<file path="config.mk">
export PLATFORM = sky130hd
export DESIGN_NAME = dpcs_ctrl
export DESIGN_NICKNAME = d
export VERILOG_FILES = /design/src/dpcs_pkg.sv /design/src/dpcs_unit_watch.sv /design/src/dpcs_ctrl.sv
export SDC_FILE = /design/constraint.sdc
export NUM_CORES = 1
export LEC_CHECK = 0
export ABC_AREA = 1
export ABC_CLOCK_PERIOD_IN_PS = 2900
export BUFFER_PORTS_ARGS = -buffer_cell sky130_fd_sc_hd__buf_2
export CAP_MARGIN = 20
export CORE_AREA = 2 2 259 261
export DETAILED_ROUTE_END_ITERATION = 8
export DIE_AREA = 0 0 261 263
export PLACE_DENSITY = 0.46
export SYNTH_ARGS = -nofsm -noshare
export SYNTH_HDL_FRONTEND = slang
export SYNTH_SLANG_ARGS = --single-unit
</file>
<file path="constraint.sdc">
create_clock -name clk_sys -period 2.9 [get_ports clk_sys]
set_input_delay 0.29 -clock clk_sys [delete_from_list [all_inputs] [get_ports clk_sys]]
set_output_delay 0.29 -clock clk_sys [all_outputs]
set_load 0.02 [all_outputs]
</file>
<file path="src/dpcs_pkg.sv">
// shared constants and types of the disk pack control status block
package dpcs_pkg;
	localparam int NUNITS = 8;
	localparam int UNITW  = 3;
	localparam int CYLW   = 8;
	localparam int HEADW  = 5;
	localparam int FMTW   = 9;
	localparam int MSIMW  = 6;
	localparam int LOCKW  = 3;
	localparam int DW     = 18;
	localparam int AW     = 8;

	// register byte addresses
	localparam logic [AW-1:0] ADDR_CTRL   = 8'h00;
	localparam logic [AW-1:0] ADDR_UNIT   = 8'h04;
	localparam logic [AW-1:0] ADDR_CYL    = 8'h08;
	localparam logic [AW-1:0] ADDR_HEAD   = 8'h0C;
	localparam logic [AW-1:0] ADDR_MAINT  = 8'h10;
	localparam logic [AW-1:0] ADDR_STATUS = 8'h14;
	localparam logic [AW-1:0] ADDR_ATTN   = 8'h18;
	localparam logic [AW-1:0] ADDR_SUCYL  = 8'h1C;
	localparam logic [AW-1:0] ADDR_FMTGEN = 8'h20;
	localparam logic [AW-1:0] ADDR_STATE  = 8'h24;

	// control register fields
	localparam int CTRL_FUNC_LSB = 0;
	localparam int CTRL_GO_BIT   = 3;
	localparam int CTRL_MNT_BIT  = 4;

	// maintenance simulation register fields
	localparam int MS_ONLINE = 0;
	localparam int MS_READY  = 1;
	localparam int MS_UNSAFE = 2;
	localparam int MS_RDONLY = 3;
	localparam int MS_ONCYL  = 4;
	localparam int MS_SPARE  = 5;

	// reset values
	localparam logic [UNITW-1:0] UNIT_RST  = 3'h0;
	localparam logic [CYLW-1:0]  CYL_RST   = 8'h00;
	localparam logic [HEADW-1:0] HEAD_RST  = 5'h00;
	localparam logic [MSIMW-1:0] MAINT_RST = 6'h00;
	localparam logic [FMTW-1:0]  FMT_RST   = 9'h000;

	// timing and geometry
	localparam int SEEK_TMO_MS   = 150;
	localparam int CLK_PERIOD_NS = 10;
	localparam int SEEK_TMO_CYC  = SEEK_TMO_MS * 1000000 / CLK_PERIOD_NS;
	localparam int LAST_HEAD_DEF = 19;

	typedef enum logic [2:0] {
		FN_NOP         = 3'b000,
		FN_READ        = 3'b001,
		FN_WRITE       = 3'b010,
		FN_SEEK        = 3'b011,
		FN_RECALIBRATE = 3'b100,
		FN_WRITE_ALL   = 3'b101,
		FN_FORMAT      = 3'b110,
		FN_WRITE_CHECK = 3'b111
	} dpcs_func_t;

	typedef enum logic [2:0] {
		ST_IDLE          = 3'b000,
		ST_READ          = 3'b001,
		ST_WRITE         = 3'b010,
		ST_SEEK          = 3'b011,
		ST_ALL_HEADS_OFF = 3'b100,
		ST_INC_HEAD      = 3'b101,
		ST_RECALIBRATE   = 3'b110
	} dpcs_state_t;

	typedef struct packed {
		logic            online;
		logic            ready;
		logic            unsafe;
		logic            readOnly;
		logic            onCyl;
		logic [CYLW-1:0] cyl;
	} dpcs_drv_t;

	typedef struct packed {
		logic busy;
		logic attnFlag;
		logic maintModeBit;
		logic writeLockFlag;
		logic readOnlyFlag;
		logic seekUnderwayFlag;
		logic unitReadyFlag;
		logic unitOnlineFlag;
		logic driveUnsafeFlag;
		logic seekTimeoutFlag;
		logic packEndFlag;
	} dpcs_stat_t;

	typedef struct packed {
		logic [AW-1:0] addr;
		logic [DW-1:0] wrData;
		logic          wr;
		logic          rd;
	} dpcs_req_t;
endpackage

</file>
<file path="src/dpcs_unit_watch.sv">
// seek watcher for one drive unit: underway, timeout and completion
`timescale 1ns/1ps
module dpcs_unit_watch #(
	parameter int TMO = dpcs_pkg::SEEK_TMO_CYC
) (
	// clock, reset, enable
	input  wire logic clk_sys,
	input  wire logic rst_n,
	input  wire logic ce,
	// seek request and drive position
	input  wire logic start,
	input  wire logic onCyl,
	// results
	output logic      underway,
	output logic      timedOut,
	output logic      done
);
	import dpcs_pkg::*;
	localparam int CW = $clog2(TMO + 1);

	logic [CW-1:0] cnt;
	logic          leftCyl;

	// completion only counts after the heads were seen off cylinder
	wire arrive = underway && leftCyl && onCyl;
	wire expire = underway && (cnt == CW'(TMO - 1));

	always_ff @(posedge clk_sys) begin
		if (!rst_n) begin
			underway <= 1'b0;
			timedOut <= 1'b0;
			done     <= 1'b0;
			cnt      <= '0;
			leftCyl  <= 1'b0;
		end else if (ce) begin
			done <= 1'b0;
			if (start) begin
				underway <= 1'b1;
				timedOut <= 1'b0;
				cnt      <= '0;
				leftCyl  <= 1'b0;
			end else if (arrive) begin
				underway <= 1'b0;
				done     <= 1'b1;
			end else if (expire) begin
				underway <= 1'b0;
				timedOut <= 1'b1;
			end else if (underway) begin
				cnt <= cnt + CW'(1);
				if (!onCyl) begin
					leftCyl <= 1'b1;
				end
			end
		end
	end
endmodule

</file>
<file path="src/dpcs_ctrl.sv">
// control sequencer, selected-unit status and register file of the disk pack control
`timescale 1ns/1ps
module dpcs_ctrl #(
	parameter int SEEK_TMO  = dpcs_pkg::SEEK_TMO_CYC,
	parameter int LAST_HEAD = dpcs_pkg::LAST_HEAD_DEF
) (
	// clock, reset, enable
	input  wire logic                                         clk_sys,
	input  wire logic                                         rst_n,
	input  wire logic                                         ce,
	// register port
	input  wire dpcs_pkg::dpcs_req_t                          busReq,
	output logic [dpcs_pkg::DW-1:0]                           busRdData,
	// drive status and switches
	input  wire dpcs_pkg::dpcs_drv_t [dpcs_pkg::NUNITS-1:0]   drvStat,
	input  wire logic                                         lockSwitch,
	input  wire logic [dpcs_pkg::LOCKW-1:0]                   lockUnitSel,
	input  wire logic [dpcs_pkg::LOCKW-1:0]                   lockCylLimit,
	// transfer events
	input  wire logic                                         headerFound,
	input  wire logic                                         wordTick,
	input  wire logic                                         trackEnd,
	input  wire logic                                         wcDone,
	// drive commands
	output logic [dpcs_pkg::NUNITS-1:0]                       seekStart,
	output logic [dpcs_pkg::NUNITS-1:0]                       recalibrateStart,
	output logic [dpcs_pkg::CYLW-1:0]                         seekCyl,
	output logic [dpcs_pkg::HEADW-1:0]                        headSel,
	output logic                                              headEnable,
	output logic                                              writeGate,
	// status
	output dpcs_pkg::dpcs_state_t                             ctrlState,
	output dpcs_pkg::dpcs_stat_t                              status,
	output logic [dpcs_pkg::NUNITS-1:0]                       unitAttentionBits,
	output logic [dpcs_pkg::CYLW-1:0]                         suCyl,
	output logic [dpcs_pkg::FMTW-1:0]                         fmtGen
);
	import dpcs_pkg::*;

	dpcs_state_t              state;
	dpcs_state_t              next_state;
	dpcs_func_t               funcReg;
	logic                     maintMode;
	logic [UNITW-1:0]         unitSel;
	logic [CYLW-1:0]          cylAddr;
	logic [HEADW-1:0]         headAddr;
	logic [MSIMW-1:0]         maintSimReg;
	logic                     ending;
	logic                     calPend;
	logic [DW-1:0]            rdMux;
	dpcs_drv_t [NUNITS-1:0]   effDrv;
	logic [NUNITS-1:0]        uw;
	logic [NUNITS-1:0]        tmo;
	logic [NUNITS-1:0]        seekDone;

	assign ctrlState = state;

	// address decode
	wire wrCtrl  = busReq.wr && (busReq.addr == ADDR_CTRL);
	wire wrUnit  = busReq.wr && (busReq.addr == ADDR_UNIT);
	wire wrCyl   = busReq.wr && (busReq.addr == ADDR_CYL);
	wire wrHead  = busReq.wr && (busReq.addr == ADDR_HEAD);
	wire wrMaint = busReq.wr && (busReq.addr == ADDR_MAINT);
	wire wrAttn  = busReq.wr && (busReq.addr == ADDR_ATTN);

	wire dpcs_func_t goFunc = dpcs_func_t'(busReq.wrData[CTRL_FUNC_LSB +: 3]);
	wire goWriteFn = (goFunc == FN_WRITE) || (goFunc == FN_WRITE_ALL) || (goFunc == FN_FORMAT);
	wire isWriteFn = (funcReg == FN_WRITE) || (funcReg == FN_WRITE_ALL) || (funcReg == FN_FORMAT);

	// selected unit view
	wire dpcs_drv_t selDrv = effDrv[unitSel];
	wire selUw  = uw[unitSel];
	wire selTmo = tmo[unitSel];
	wire [NUNITS-1:0] selOneHot = NUNITS'(1) << unitSel;

	wire lockHit = lockSwitch && (unitSel == lockUnitSel)
		&& (cylAddr <= {5'h00, lockCylLimit});

	// a write-type function on a protected unit is not started at all
	wire goRefuse = goWriteFn && (lockHit || selDrv.readOnly);
	wire goReq = wrCtrl && busReq.wrData[CTRL_GO_BIT] && (state == ST_IDLE) && !goRefuse;
	wire goSeek = goReq && (goFunc == FN_SEEK);
	wire goCal  = goReq && (goFunc == FN_RECALIBRATE);
	wire goXfer = goReq && (goFunc != FN_SEEK) && (goFunc != FN_RECALIBRATE)
		&& (goFunc != FN_NOP);
	wire lastHead = (headSel == HEAD_RST + HEADW'(LAST_HEAD));
	wire packEndSet = (state == ST_INC_HEAD) && lastHead && !wcDone;

	wire [NUNITS-1:0] attnClr = wrAttn ? busReq.wrData[NUNITS-1:0] : '0;
	// set wins over a clear landing in the same cycle
	wire [NUNITS-1:0] next_attn = (unitAttentionBits & ~attnClr) | seekDone;

	// maintenance register stands in for the selected drive
	always_comb begin
		for (int i = 0; i < NUNITS; i++) begin
			effDrv[i] = drvStat[i];
			if (maintMode && (unitSel == UNITW'(i))) begin
				effDrv[i].online   = maintSimReg[MS_ONLINE];
				effDrv[i].ready    = maintSimReg[MS_READY];
				effDrv[i].unsafe   = maintSimReg[MS_UNSAFE];
				effDrv[i].readOnly = maintSimReg[MS_RDONLY];
				effDrv[i].onCyl    = maintSimReg[MS_ONCYL];
				effDrv[i].cyl      = cylAddr;
			end
		end
	end

	for (genvar u = 0; u < NUNITS; u++) begin : g_unit
		dpcs_unit_watch #(
			.TMO(SEEK_TMO)
		) u_watch (
			.clk_sys  (clk_sys),
			.rst_n    (rst_n),
			.ce       (ce),
			.start    (seekStart[u] | recalibrateStart[u]),
			.onCyl    (effDrv[u].onCyl),
			.underway (uw[u]),
			.timedOut (tmo[u]),
			.done     (seekDone[u])
		);
	end

	// sequencer
	always_comb begin
		next_state = state;
		case (state)
			ST_IDLE: begin
				if (goSeek) begin
					next_state = ST_SEEK;
				end else if (goCal) begin
					next_state = ST_RECALIBRATE;
				end else if (goXfer) begin
					next_state = ST_ALL_HEADS_OFF;
				end
			end
			ST_ALL_HEADS_OFF: begin
				next_state = ending ? ST_IDLE : ST_READ;
			end
			ST_READ: begin
				if (wcDone) begin
					next_state = ST_ALL_HEADS_OFF;
				end else if (trackEnd) begin
					next_state = ST_INC_HEAD;
				end else if (headerFound && isWriteFn) begin
					next_state = ST_WRITE;
				end
			end
			ST_WRITE: begin
				if (wcDone) begin
					next_state = ST_ALL_HEADS_OFF;
				end else if (trackEnd) begin
					next_state = ST_INC_HEAD;
				end
			end
			ST_INC_HEAD: begin
				next_state = lastHead ? ST_ALL_HEADS_OFF : ST_READ;
			end
			ST_SEEK: begin
				next_state = ST_IDLE;
			end
			ST_RECALIBRATE: begin
				if (!calPend && !selUw) begin
					next_state = ST_IDLE;
				end
			end
			default: begin
				next_state = ST_IDLE;
			end
		endcase
	end

	// read selection
	always_comb begin
		rdMux = '0;
		if (busReq.addr == ADDR_CTRL) begin
			rdMux[CTRL_FUNC_LSB +: 3] = funcReg;
			rdMux[CTRL_MNT_BIT]       = maintMode;
		end else if (busReq.addr == ADDR_UNIT) begin
			rdMux[UNITW-1:0] = unitSel;
		end else if (busReq.addr == ADDR_CYL) begin
			rdMux[CYLW-1:0] = cylAddr;
		end else if (busReq.addr == ADDR_HEAD) begin
			rdMux[HEADW-1:0] = headAddr;
		end else if (busReq.addr == ADDR_MAINT) begin
			rdMux[MSIMW-1:0] = maintSimReg;
		end else if (busReq.addr == ADDR_STATUS) begin
			rdMux[$bits(dpcs_stat_t)-1:0] = status;
		end else if (busReq.addr == ADDR_ATTN) begin
			rdMux[NUNITS-1:0] = unitAttentionBits;
		end else if (busReq.addr == ADDR_SUCYL) begin
			rdMux[CYLW-1:0] = suCyl;
		end else if (busReq.addr == ADDR_FMTGEN) begin
			rdMux[FMTW-1:0] = fmtGen;
		end else if (busReq.addr == ADDR_STATE) begin
			rdMux[2:0] = state;
		end
	end

	// software registers
	always_ff @(posedge clk_sys) begin
		if (!rst_n) begin
			funcReg     <= FN_NOP;
			maintMode   <= 1'b0;
			unitSel     <= UNIT_RST;
			cylAddr     <= CYL_RST;
			headAddr    <= HEAD_RST;
			maintSimReg <= MAINT_RST;
			busRdData   <= '0;
		end else if (ce) begin
			busRdData <= busReq.rd ? rdMux : '0;
			if (wrCtrl && (state == ST_IDLE)) begin
				funcReg   <= goFunc;
				maintMode <= busReq.wrData[CTRL_MNT_BIT];
			end
			if (wrUnit) begin
				unitSel <= busReq.wrData[UNITW-1:0];
			end
			if (wrCyl) begin
				cylAddr <= busReq.wrData[CYLW-1:0];
			end
			if (wrHead) begin
				headAddr <= busReq.wrData[HEADW-1:0];
			end
			if (wrMaint) begin
				maintSimReg <= busReq.wrData[MSIMW-1:0];
			end
		end
	end

	// sequencer state and drive commands
	always_ff @(posedge clk_sys) begin
		if (!rst_n) begin
			state            <= ST_IDLE;
			ending           <= 1'b0;
			calPend          <= 1'b0;
			seekStart        <= '0;
			recalibrateStart <= '0;
			seekCyl          <= CYL_RST;
			headSel          <= HEAD_RST;
			headEnable       <= 1'b0;
			writeGate        <= 1'b0;
			fmtGen           <= FMT_RST;
		end else if (ce) begin
			state            <= next_state;
			seekStart        <= goSeek ? selOneHot : '0;
			recalibrateStart <= goCal ? selOneHot : '0;
			headEnable <= (next_state == ST_READ) || (next_state == ST_WRITE);
			writeGate  <= (next_state == ST_WRITE);
			if (goSeek) begin
				seekCyl <= cylAddr;
			end
			if (goCal) begin
				calPend <= 1'b1;
			end else if (selUw) begin
				calPend <= 1'b0;
			end
			if (state == ST_IDLE) begin
				ending <= 1'b0;
			end else if (next_state == ST_ALL_HEADS_OFF) begin
				ending <= (state != ST_IDLE);
			end
			if (goXfer) begin
				headSel <= headAddr;
			end else if ((state == ST_INC_HEAD) && !lastHead) begin
				headSel <= headSel + HEADW'(1);
			end
			if (state != ST_WRITE) begin
				fmtGen <= FMT_RST;
			end else if (wordTick) begin
				fmtGen <= fmtGen + FMTW'(1);
			end
		end
	end

	// status and selected-unit reporting
	always_ff @(posedge clk_sys) begin
		if (!rst_n) begin
			status            <= '0;
			unitAttentionBits <= '0;
			suCyl             <= CYL_RST;
		end else if (ce) begin
			unitAttentionBits       <= next_attn;
			suCyl                   <= selDrv.cyl;
			status.busy             <= (next_state != ST_IDLE);
			status.attnFlag         <= |next_attn;
			status.maintModeBit     <= maintMode;
			status.writeLockFlag    <= lockHit;
			status.readOnlyFlag     <= selDrv.readOnly;
			status.seekUnderwayFlag <= selUw;
			status.unitReadyFlag    <= selDrv.ready;
			status.unitOnlineFlag   <= selDrv.online;
			status.driveUnsafeFlag  <= selDrv.unsafe;
			status.seekTimeoutFlag  <= selTmo;
			// a new function clears the flag; it cannot start mid-transfer
			if (goReq) begin
				status.packEndFlag <= 1'b0;
			end else if (packEndSet) begin
				status.packEndFlag <= 1'b1;
			end
		end
	end
endmodule

</file>
-- Yosys cells after proc, flatten, opt, wreduce, memory -nomap -nowiden
Cells that the tools add are included.
- bits in registers: 340
- latch bits: 0
- memory bits (writable): 0
- ROM bits: 0
- bits of input ports: 146
- output and inout bits: 88
- memories: 0
- $add $sub $neg: 10
- multipliers: 0
- divide/modulo/power cells: 0
- order comparisons: 2
- equality and inequality tests: 69
- shift operators: 1
- mux-type cells: 214
- bitwise logic cells: 11
- reductions and logical operators: 145
- operators by type and width (operator ; count):
    $mux W24 ; 32
    $add A24 B1 Y24 const B ; 8
    $eq A24 B24 Y1 const B ; 8
    $mux W1 ; 117
    $mux W13 ; 9
    $mux W6 ; 16
    $mux W9 ; 8
    $mux W8 ; 7
    $logic_and A1 B1 Y1 ; 55
    $ne A2 B1 Y1 const B ; 24
    $mux W3 ; 15
    $reduce_bool A2 Y1 ; 21
    $reduce_and A5 Y1 ; 8
    $bmux W13 S3 ; 1
    $eq A3 B3 Y1 const B ; 13
    $reduce_and A2 Y1 ; 19
    $reduce_bool A3 Y1 ; 11
    $eq A8 B5 Y1 const B ; 4
    $reduce_and A4 Y1 ; 8
    $reduce_and A3 Y1 ; 8
    $eq A3 B2 Y1 const B ; 7
    $mux W5 ; 4
    $pmux W3 S6 ; 1
    $eq A8 B4 Y1 const B ; 2
    other kinds (24) ; 46

-- Longest topological paths before layout
- depth in word-level cells: 28
- depth in mapped cells: 17
- gate-level depth less buffers: 16

-- Hierarchy
A second synthesis with hierarchy kept.
- cell total of the unflattened synthesis: 3127
- area total of the unflattened synthesis: 19478.7 µm²
- modules (own cells, without submodules) (module ; times used ; cells each ; area an instance (µm²) ; seq. area each (µm²)):
    dpcs_unit_watch (g_unit[0].u_watch ...) ; 7 ; 255 ; 1579.0 ; 560.5
    dpcs_ctrl ; 1 ; 1080 ; 6784.0 ; 2182.1
    dpcs_unit_watch (g_unit[7].u_watch) ; 1 ; 262 ; 1641.6 ; 560.5

-- Worst setup path after synthesis
OpenSTA, ideal clock, no wires.
- kind: register to register
- start: reg maintMode
- end: reg g_unit[0].u_watch.cnt[13]
- setup time: 0.115 ns
- arrival time: 1.926 ns
- path slack: 0.860 ns
- cell stages (with the launch flop): 14
- buffers on the path: 1
- cell sequence: dfxtp_1 buf_2 nand3_1 nand2_1 o21ai_1 nand3_1 nand2_1 nand2_1 nand3_2 nor2_1 nand2_1 o21ai_1 nand3_1 o21a_1
- longest elaborated chain between the ends: 5
- ends and longest elaborated chain (what ; RTL line ; source):
    from (decl) ; dpcs_ctrl.sv:43 ; logic maintMode;
    from (signal assigned) ; dpcs_ctrl.sv:213 ; maintMode <= busReq.wrData[CTRL_MNT_BIT];
    $logic_and A1 B1 Y1 ; dpcs_ctrl.sv:97 ; if (maintMode && (unitSel == UNITW'(i))) begin
    $mux W13 ; dpcs_ctrl.sv:97 ;
    $logic_and A1 B1 Y1 ; dpcs_unit_watch.sv:25 ; wire arrive = underway && leftCyl && onCyl;
    $ne A2 B1 Y1 (no line) ; n/a ;
    $reduce_and A4 Y1 (no line) ; n/a ;
    to (signal assigned) ; dpcs_unit_watch.sv:49 ; cnt <= cnt + CW'(1);
    to (decl) ; dpcs_unit_watch.sv:21 ; logic [CW-1:0] cnt;
No other way between the ends.
A chain may end at the register's enable or synchronous reset.

-- Final worst setup path
- start: reg unitSel[1]
- end: reg seekStart[5] in the netlist's numbering
- longest elaborated chain between the ends: 11
- ends and longest elaborated chain (what ; RTL line ; source):
    from (decl) ; dpcs_ctrl.sv:44 ; logic [UNITW-1:0] unitSel;
    from (signal assigned) ; dpcs_ctrl.sv:216 ; unitSel <= busReq.wrData[UNITW-1:0];
    $eq A3 B1 Y1 (tied with other cells) ; dpcs_ctrl.sv:97 ;
    $logic_and A1 B1 Y1 ; dpcs_ctrl.sv:97 ;
    $mux W13 ; dpcs_ctrl.sv:97 ;
    $bmux W13 S3 ; dpcs_ctrl.sv:71 ; wire dpcs_drv_t selDrv = effDrv[unitSel];
    $mux W13 (implied by the code) ; dpcs_ctrl.sv:71 ;
    $logic_or A1 B1 Y1 ; dpcs_ctrl.sv:80 ; wire goRefuse = goWriteFn && (lockHit || selDrv.readOnly);
    $logic_and A1 B1 Y1 ; dpcs_ctrl.sv:80 ;
    $logic_not A1 Y1 ; dpcs_ctrl.sv:81 ; wire goReq = wrCtrl && busReq.wrData[CTRL_GO_BIT] && (state == ST_IDLE) && !goRefuse;
    $logic_and A1 B1 Y1 ; dpcs_ctrl.sv:81 ;
    $logic_and A1 B1 Y1 ; dpcs_ctrl.sv:82 ; wire goSeek = goReq && (goFunc == FN_SEEK);
    $mux W8 * ; dpcs_ctrl.sv:245 ; seekStart <= goSeek ? selOneHot : '0;
    to (signal assigned) ; dpcs_ctrl.sv:245 ;
    to (decl) ; dpcs_ctrl.sv:25 ; output logic [dpcs_pkg::NUNITS-1:0] seekStart,
Every way passes the cells marked *; elsewhere a longest branch is shown, timed or not. The select of a mux whose other input is x is not followed.

==> results_dict.tcl <==
set metrics [dict create \
    fp.dieH_um 263 \
    outcome "finished, final reports clean" \
    routed.top_layer "met4" \
    yosysTopAreaCell "dfxtp_1" \
    slowest_stage "dfxtp_1" \
    wl_met3_um 3800 \
    required_ns 3.40 \
    netlist_area_um2 19500 \
    core_um2 65600 \
    fmax_ghz 0.373 \
    r2r_end "seekStart[5]" \
    ys_seq_area_share_pct 34.1 \
    clock-skew-final_ns 0.0383 \
    synth_cell_types 50 \
    final.period_utilization_pct 92.4 \
    crit_top_cell "nand2_1" \
    overflow 0 \
    synthCells 3010 \
    io_pins 234 \
    max_stage_delay_ns 0.34 \
    place.gp.congestion 0.895 \
    cp-end-kind "flop" \
    numCtsBuffers 43 \
    ant_nets 0 \
    synthFlopType "dfxtp_1" \
    drt_iter0_markers 1772 \
    hold_start "busReq[9]" \
    yosys-top-cells-area "dfxtp_1 (34%), nand2_1 (12%), a21oi_1 (9.6%), nand3_1 (6.6%), nor2_1 (6.5%)" \
    min_to "cylAddr[7]" \
    grt_pass1_vias 20100 \
    worstHoldPathCells 3 \
    critPathLaunchType "flop" \
    rrSetupSlack_ns 0.22 \
    vias 21300 \
    drc 0 \
    r2r-start "unitSel[1]" \
    cp_max_fo 24 \
    drive_above_1_share_pct 12.6 \
    critical_path_class "reg -> reg" \
    holdCritPathClass "in -> reg" \
    grt_pass1_wl_um 114000 \
    place_hpwl_um 55400 \
    hold_ws_ns 0.0356 \
    cts_tree "done" \
    via_per_inst 5.16 \
    ys_ff_latch 333 \
    critPathArrivalTime_ns 3.18 \
    start_util_pct 29.8 \
    grt_antenna_before_repair 3 \
    avgSynthCellArea_um2 6.49 \
    synth_top_area_share_pct 34.1 \
    pre_cts_ws_ns 0.170 \
    fp-row-count 94 \
    vdd_ir_drop_max_mv 0.350 \
    cp_cell_sequence "buf_4 -> nand2_2 -> buf_4 -> inv_1 -> nand3_1 -> nand3_1 -> nand2_1 -> nand2_1 -> nand2_2 -> nand3_2 -> nor3_4 -> buf_12 -> nand2_1 -> a21oi_1" \
    synthesis.yosys.warnings 0 \
    die_w_um 261 \
    rsz0062_at_grt "no" \
    ctsRootBufferMaster "clkbuf_16" \
    met1Wirelength_um 33900 \
    synth_edf_count 0 \
    slew_headroom_pct 53.8 \
    area_growth_pct 19.6 \
    min_period_ns 2.68 \
    setup_ws_ns 0.220 \
    path_buf_inv 4 \
    leakage_nw 8.88 \
    wl_per_cell_um 17.6 \
    cts_sinks 333 \
    async_reset_ff_share_pct 0 \
    htree_levels 2 \
    grt_max_degree 69 \
    rr_worst_depth 14 \
    p_per_area_nw_per_um2 473 \
    cts_buffer_depth 3 \
    clkLatencyLatePin_ns 0.60 \
    setup_viol_count_final 0 \
    portBuffers 216 \
    drt-total-wl_um 72500 \
    maxCapViolCount 0 \
    wl_met2_um 33200 \
    clkTransAtPathRegs_ns 0.06 \
    finalHoldViolations 0 \
    worst_pin_slew_ns 0.690 \
    post_cts_buffers 0 \
    cp_top_family "simple AND/OR/NAND/NOR gates" \
    gr-usage-all-layers_pct 20.7 \
    nNetsFinal 3389 \
    setup-tns-final_ns 0 \
    drv_slew 0 \
    fillCellCount 7166 \
    power_mw 11.0 \
    drt-pass1-iter-count 7 \
    die-area_um2 68600 \
]
routing by layer:
layer	up-vias	track usage, %
met5	-	0
met2	582	33.6
met4	0	5.41
met1	10000	28.7
li1	10600	-
met3	96	2.54
per-stage QoR:
| stage | std cells | util [%] | area (um^2) |
|---|---|---|---|
| 3_3_place_gp | 4047 | 33.2 | 21800 |
| 5_1_grt | 4130 | 35.6 | 23400 |
| 4_1_cts | 4127 | 35.6 | 23300 |
| 3_5_place_dp | 4047 | 33.2 | 21800 |
| 6_report | 4130 | 35.6 | 23400 |
| 2_1_floorplan | 3016 | - | 19600 |
report_power, final:
part | total (mW) | switching, mW | internal (mW)
logic | 0.572 | 0.387 | 0.185
clock network | 5.82 | 2.23 | 3.59
registers | 4.65 | 0.0408 | 4.61
total | 11.0 | 2.65 | 8.39
layout make-up:
class                   count  area [um^2]  share of cell area (%)
repair buffers            294         1710                    7.32
well taps                 864         1080                    4.63
clock buffers              57         1220                    5.22
flip-flops and latches    333         6670                    28.5
inverters                 266         1000                    4.30
multi-input cells        2292        11400                    48.6
clock inverters            21          323                    1.38
diodes                      3         7.51                  0.0321
cells in the mapped netlist (15+ instances only):
cell	number
inv_1	247
o21ai_0	139
nor4_1	52
nand2_1	643
dfxtp_1	333
o2111ai_1	15
buf_2	25
nand4_1	80
clkbuf_1	80
xnor2_1	18
nor2_1	337
a21oi_1	374
a211oi_1	17
nand3_1	256
a31oi_1	16
nor3_1	106
xor2_1	106
sequential cells by signal, indices dropped and copies added, names as in the netlist, 9 cells and up:
signal              count
busRdData              11
fmtGen                  9
g_unit.u_watch.cnt    192
status                 11
worst max-delay path by stage:
stage / from / endpoint / slack (ns) / cells past startpoint
3_5_place_dp: unitSel[1] / g_unit[4].u_watch.cnt[5] / 0.17 / 14
4_1_cts: unitSel[1] / g_unit[0].u_watch.cnt[3] / 0.13 / 11
3_3_place_gp: unitSel[0] / g_unit[4].u_watch.cnt[5] / 0.23 / 14
5_1_grt: unitSel[1] / g_unit[0].u_watch.cnt[13] / 0.007 / 13
2_1_floorplan: maintMode / g_unit[0].u_watch.cnt[13] / 0.86 / 13
6_report: unitSel[1] / seekStart[5] / 0.22 / 14
layout by cell type (no fill, tap or decap), drive strengths merged, types with 106 or more instances in the layout:
cell type,instances
a21oi,376
buf,292
dfxtp,333
inv,263
nand2,649
nand3,258
nor2,343
nor3,108
o21ai,153
xor2,106
tightest hold or removal path, stage by stage:
cell and delay [ns]:
buf_2 0.14, nor3_1 0.07, nor2_1 0.09
cell families (layout without fill, tap and decap cells):
family | after synthesis | in the layout | synth area share (%)
adders and majority gates | 13 | 13 | 0.832
buffers and inverters | 391 | 638 | 7.92
DFF | 333 | 333 | 34.1
xor gates and xnor gates | 124 | 124 | 5.56
AOI/OAI and AO/OA | 627 | 627 | 17.4
and+or+nand+nor | 1521 | 1521 | 34.2
other | 1 | 10 | 0.0192
timing repair:
| item | 4_1_cts | 5_1_grt |
|---|---|---|
| setup endpoints to repair | 0 | 36 |
| hold endpoints to repair | 3 | 0 |
| hold buffers | 2 | 0 |
| resized for setup | 0 | 2 |
(Power assumes the default switching activity.)
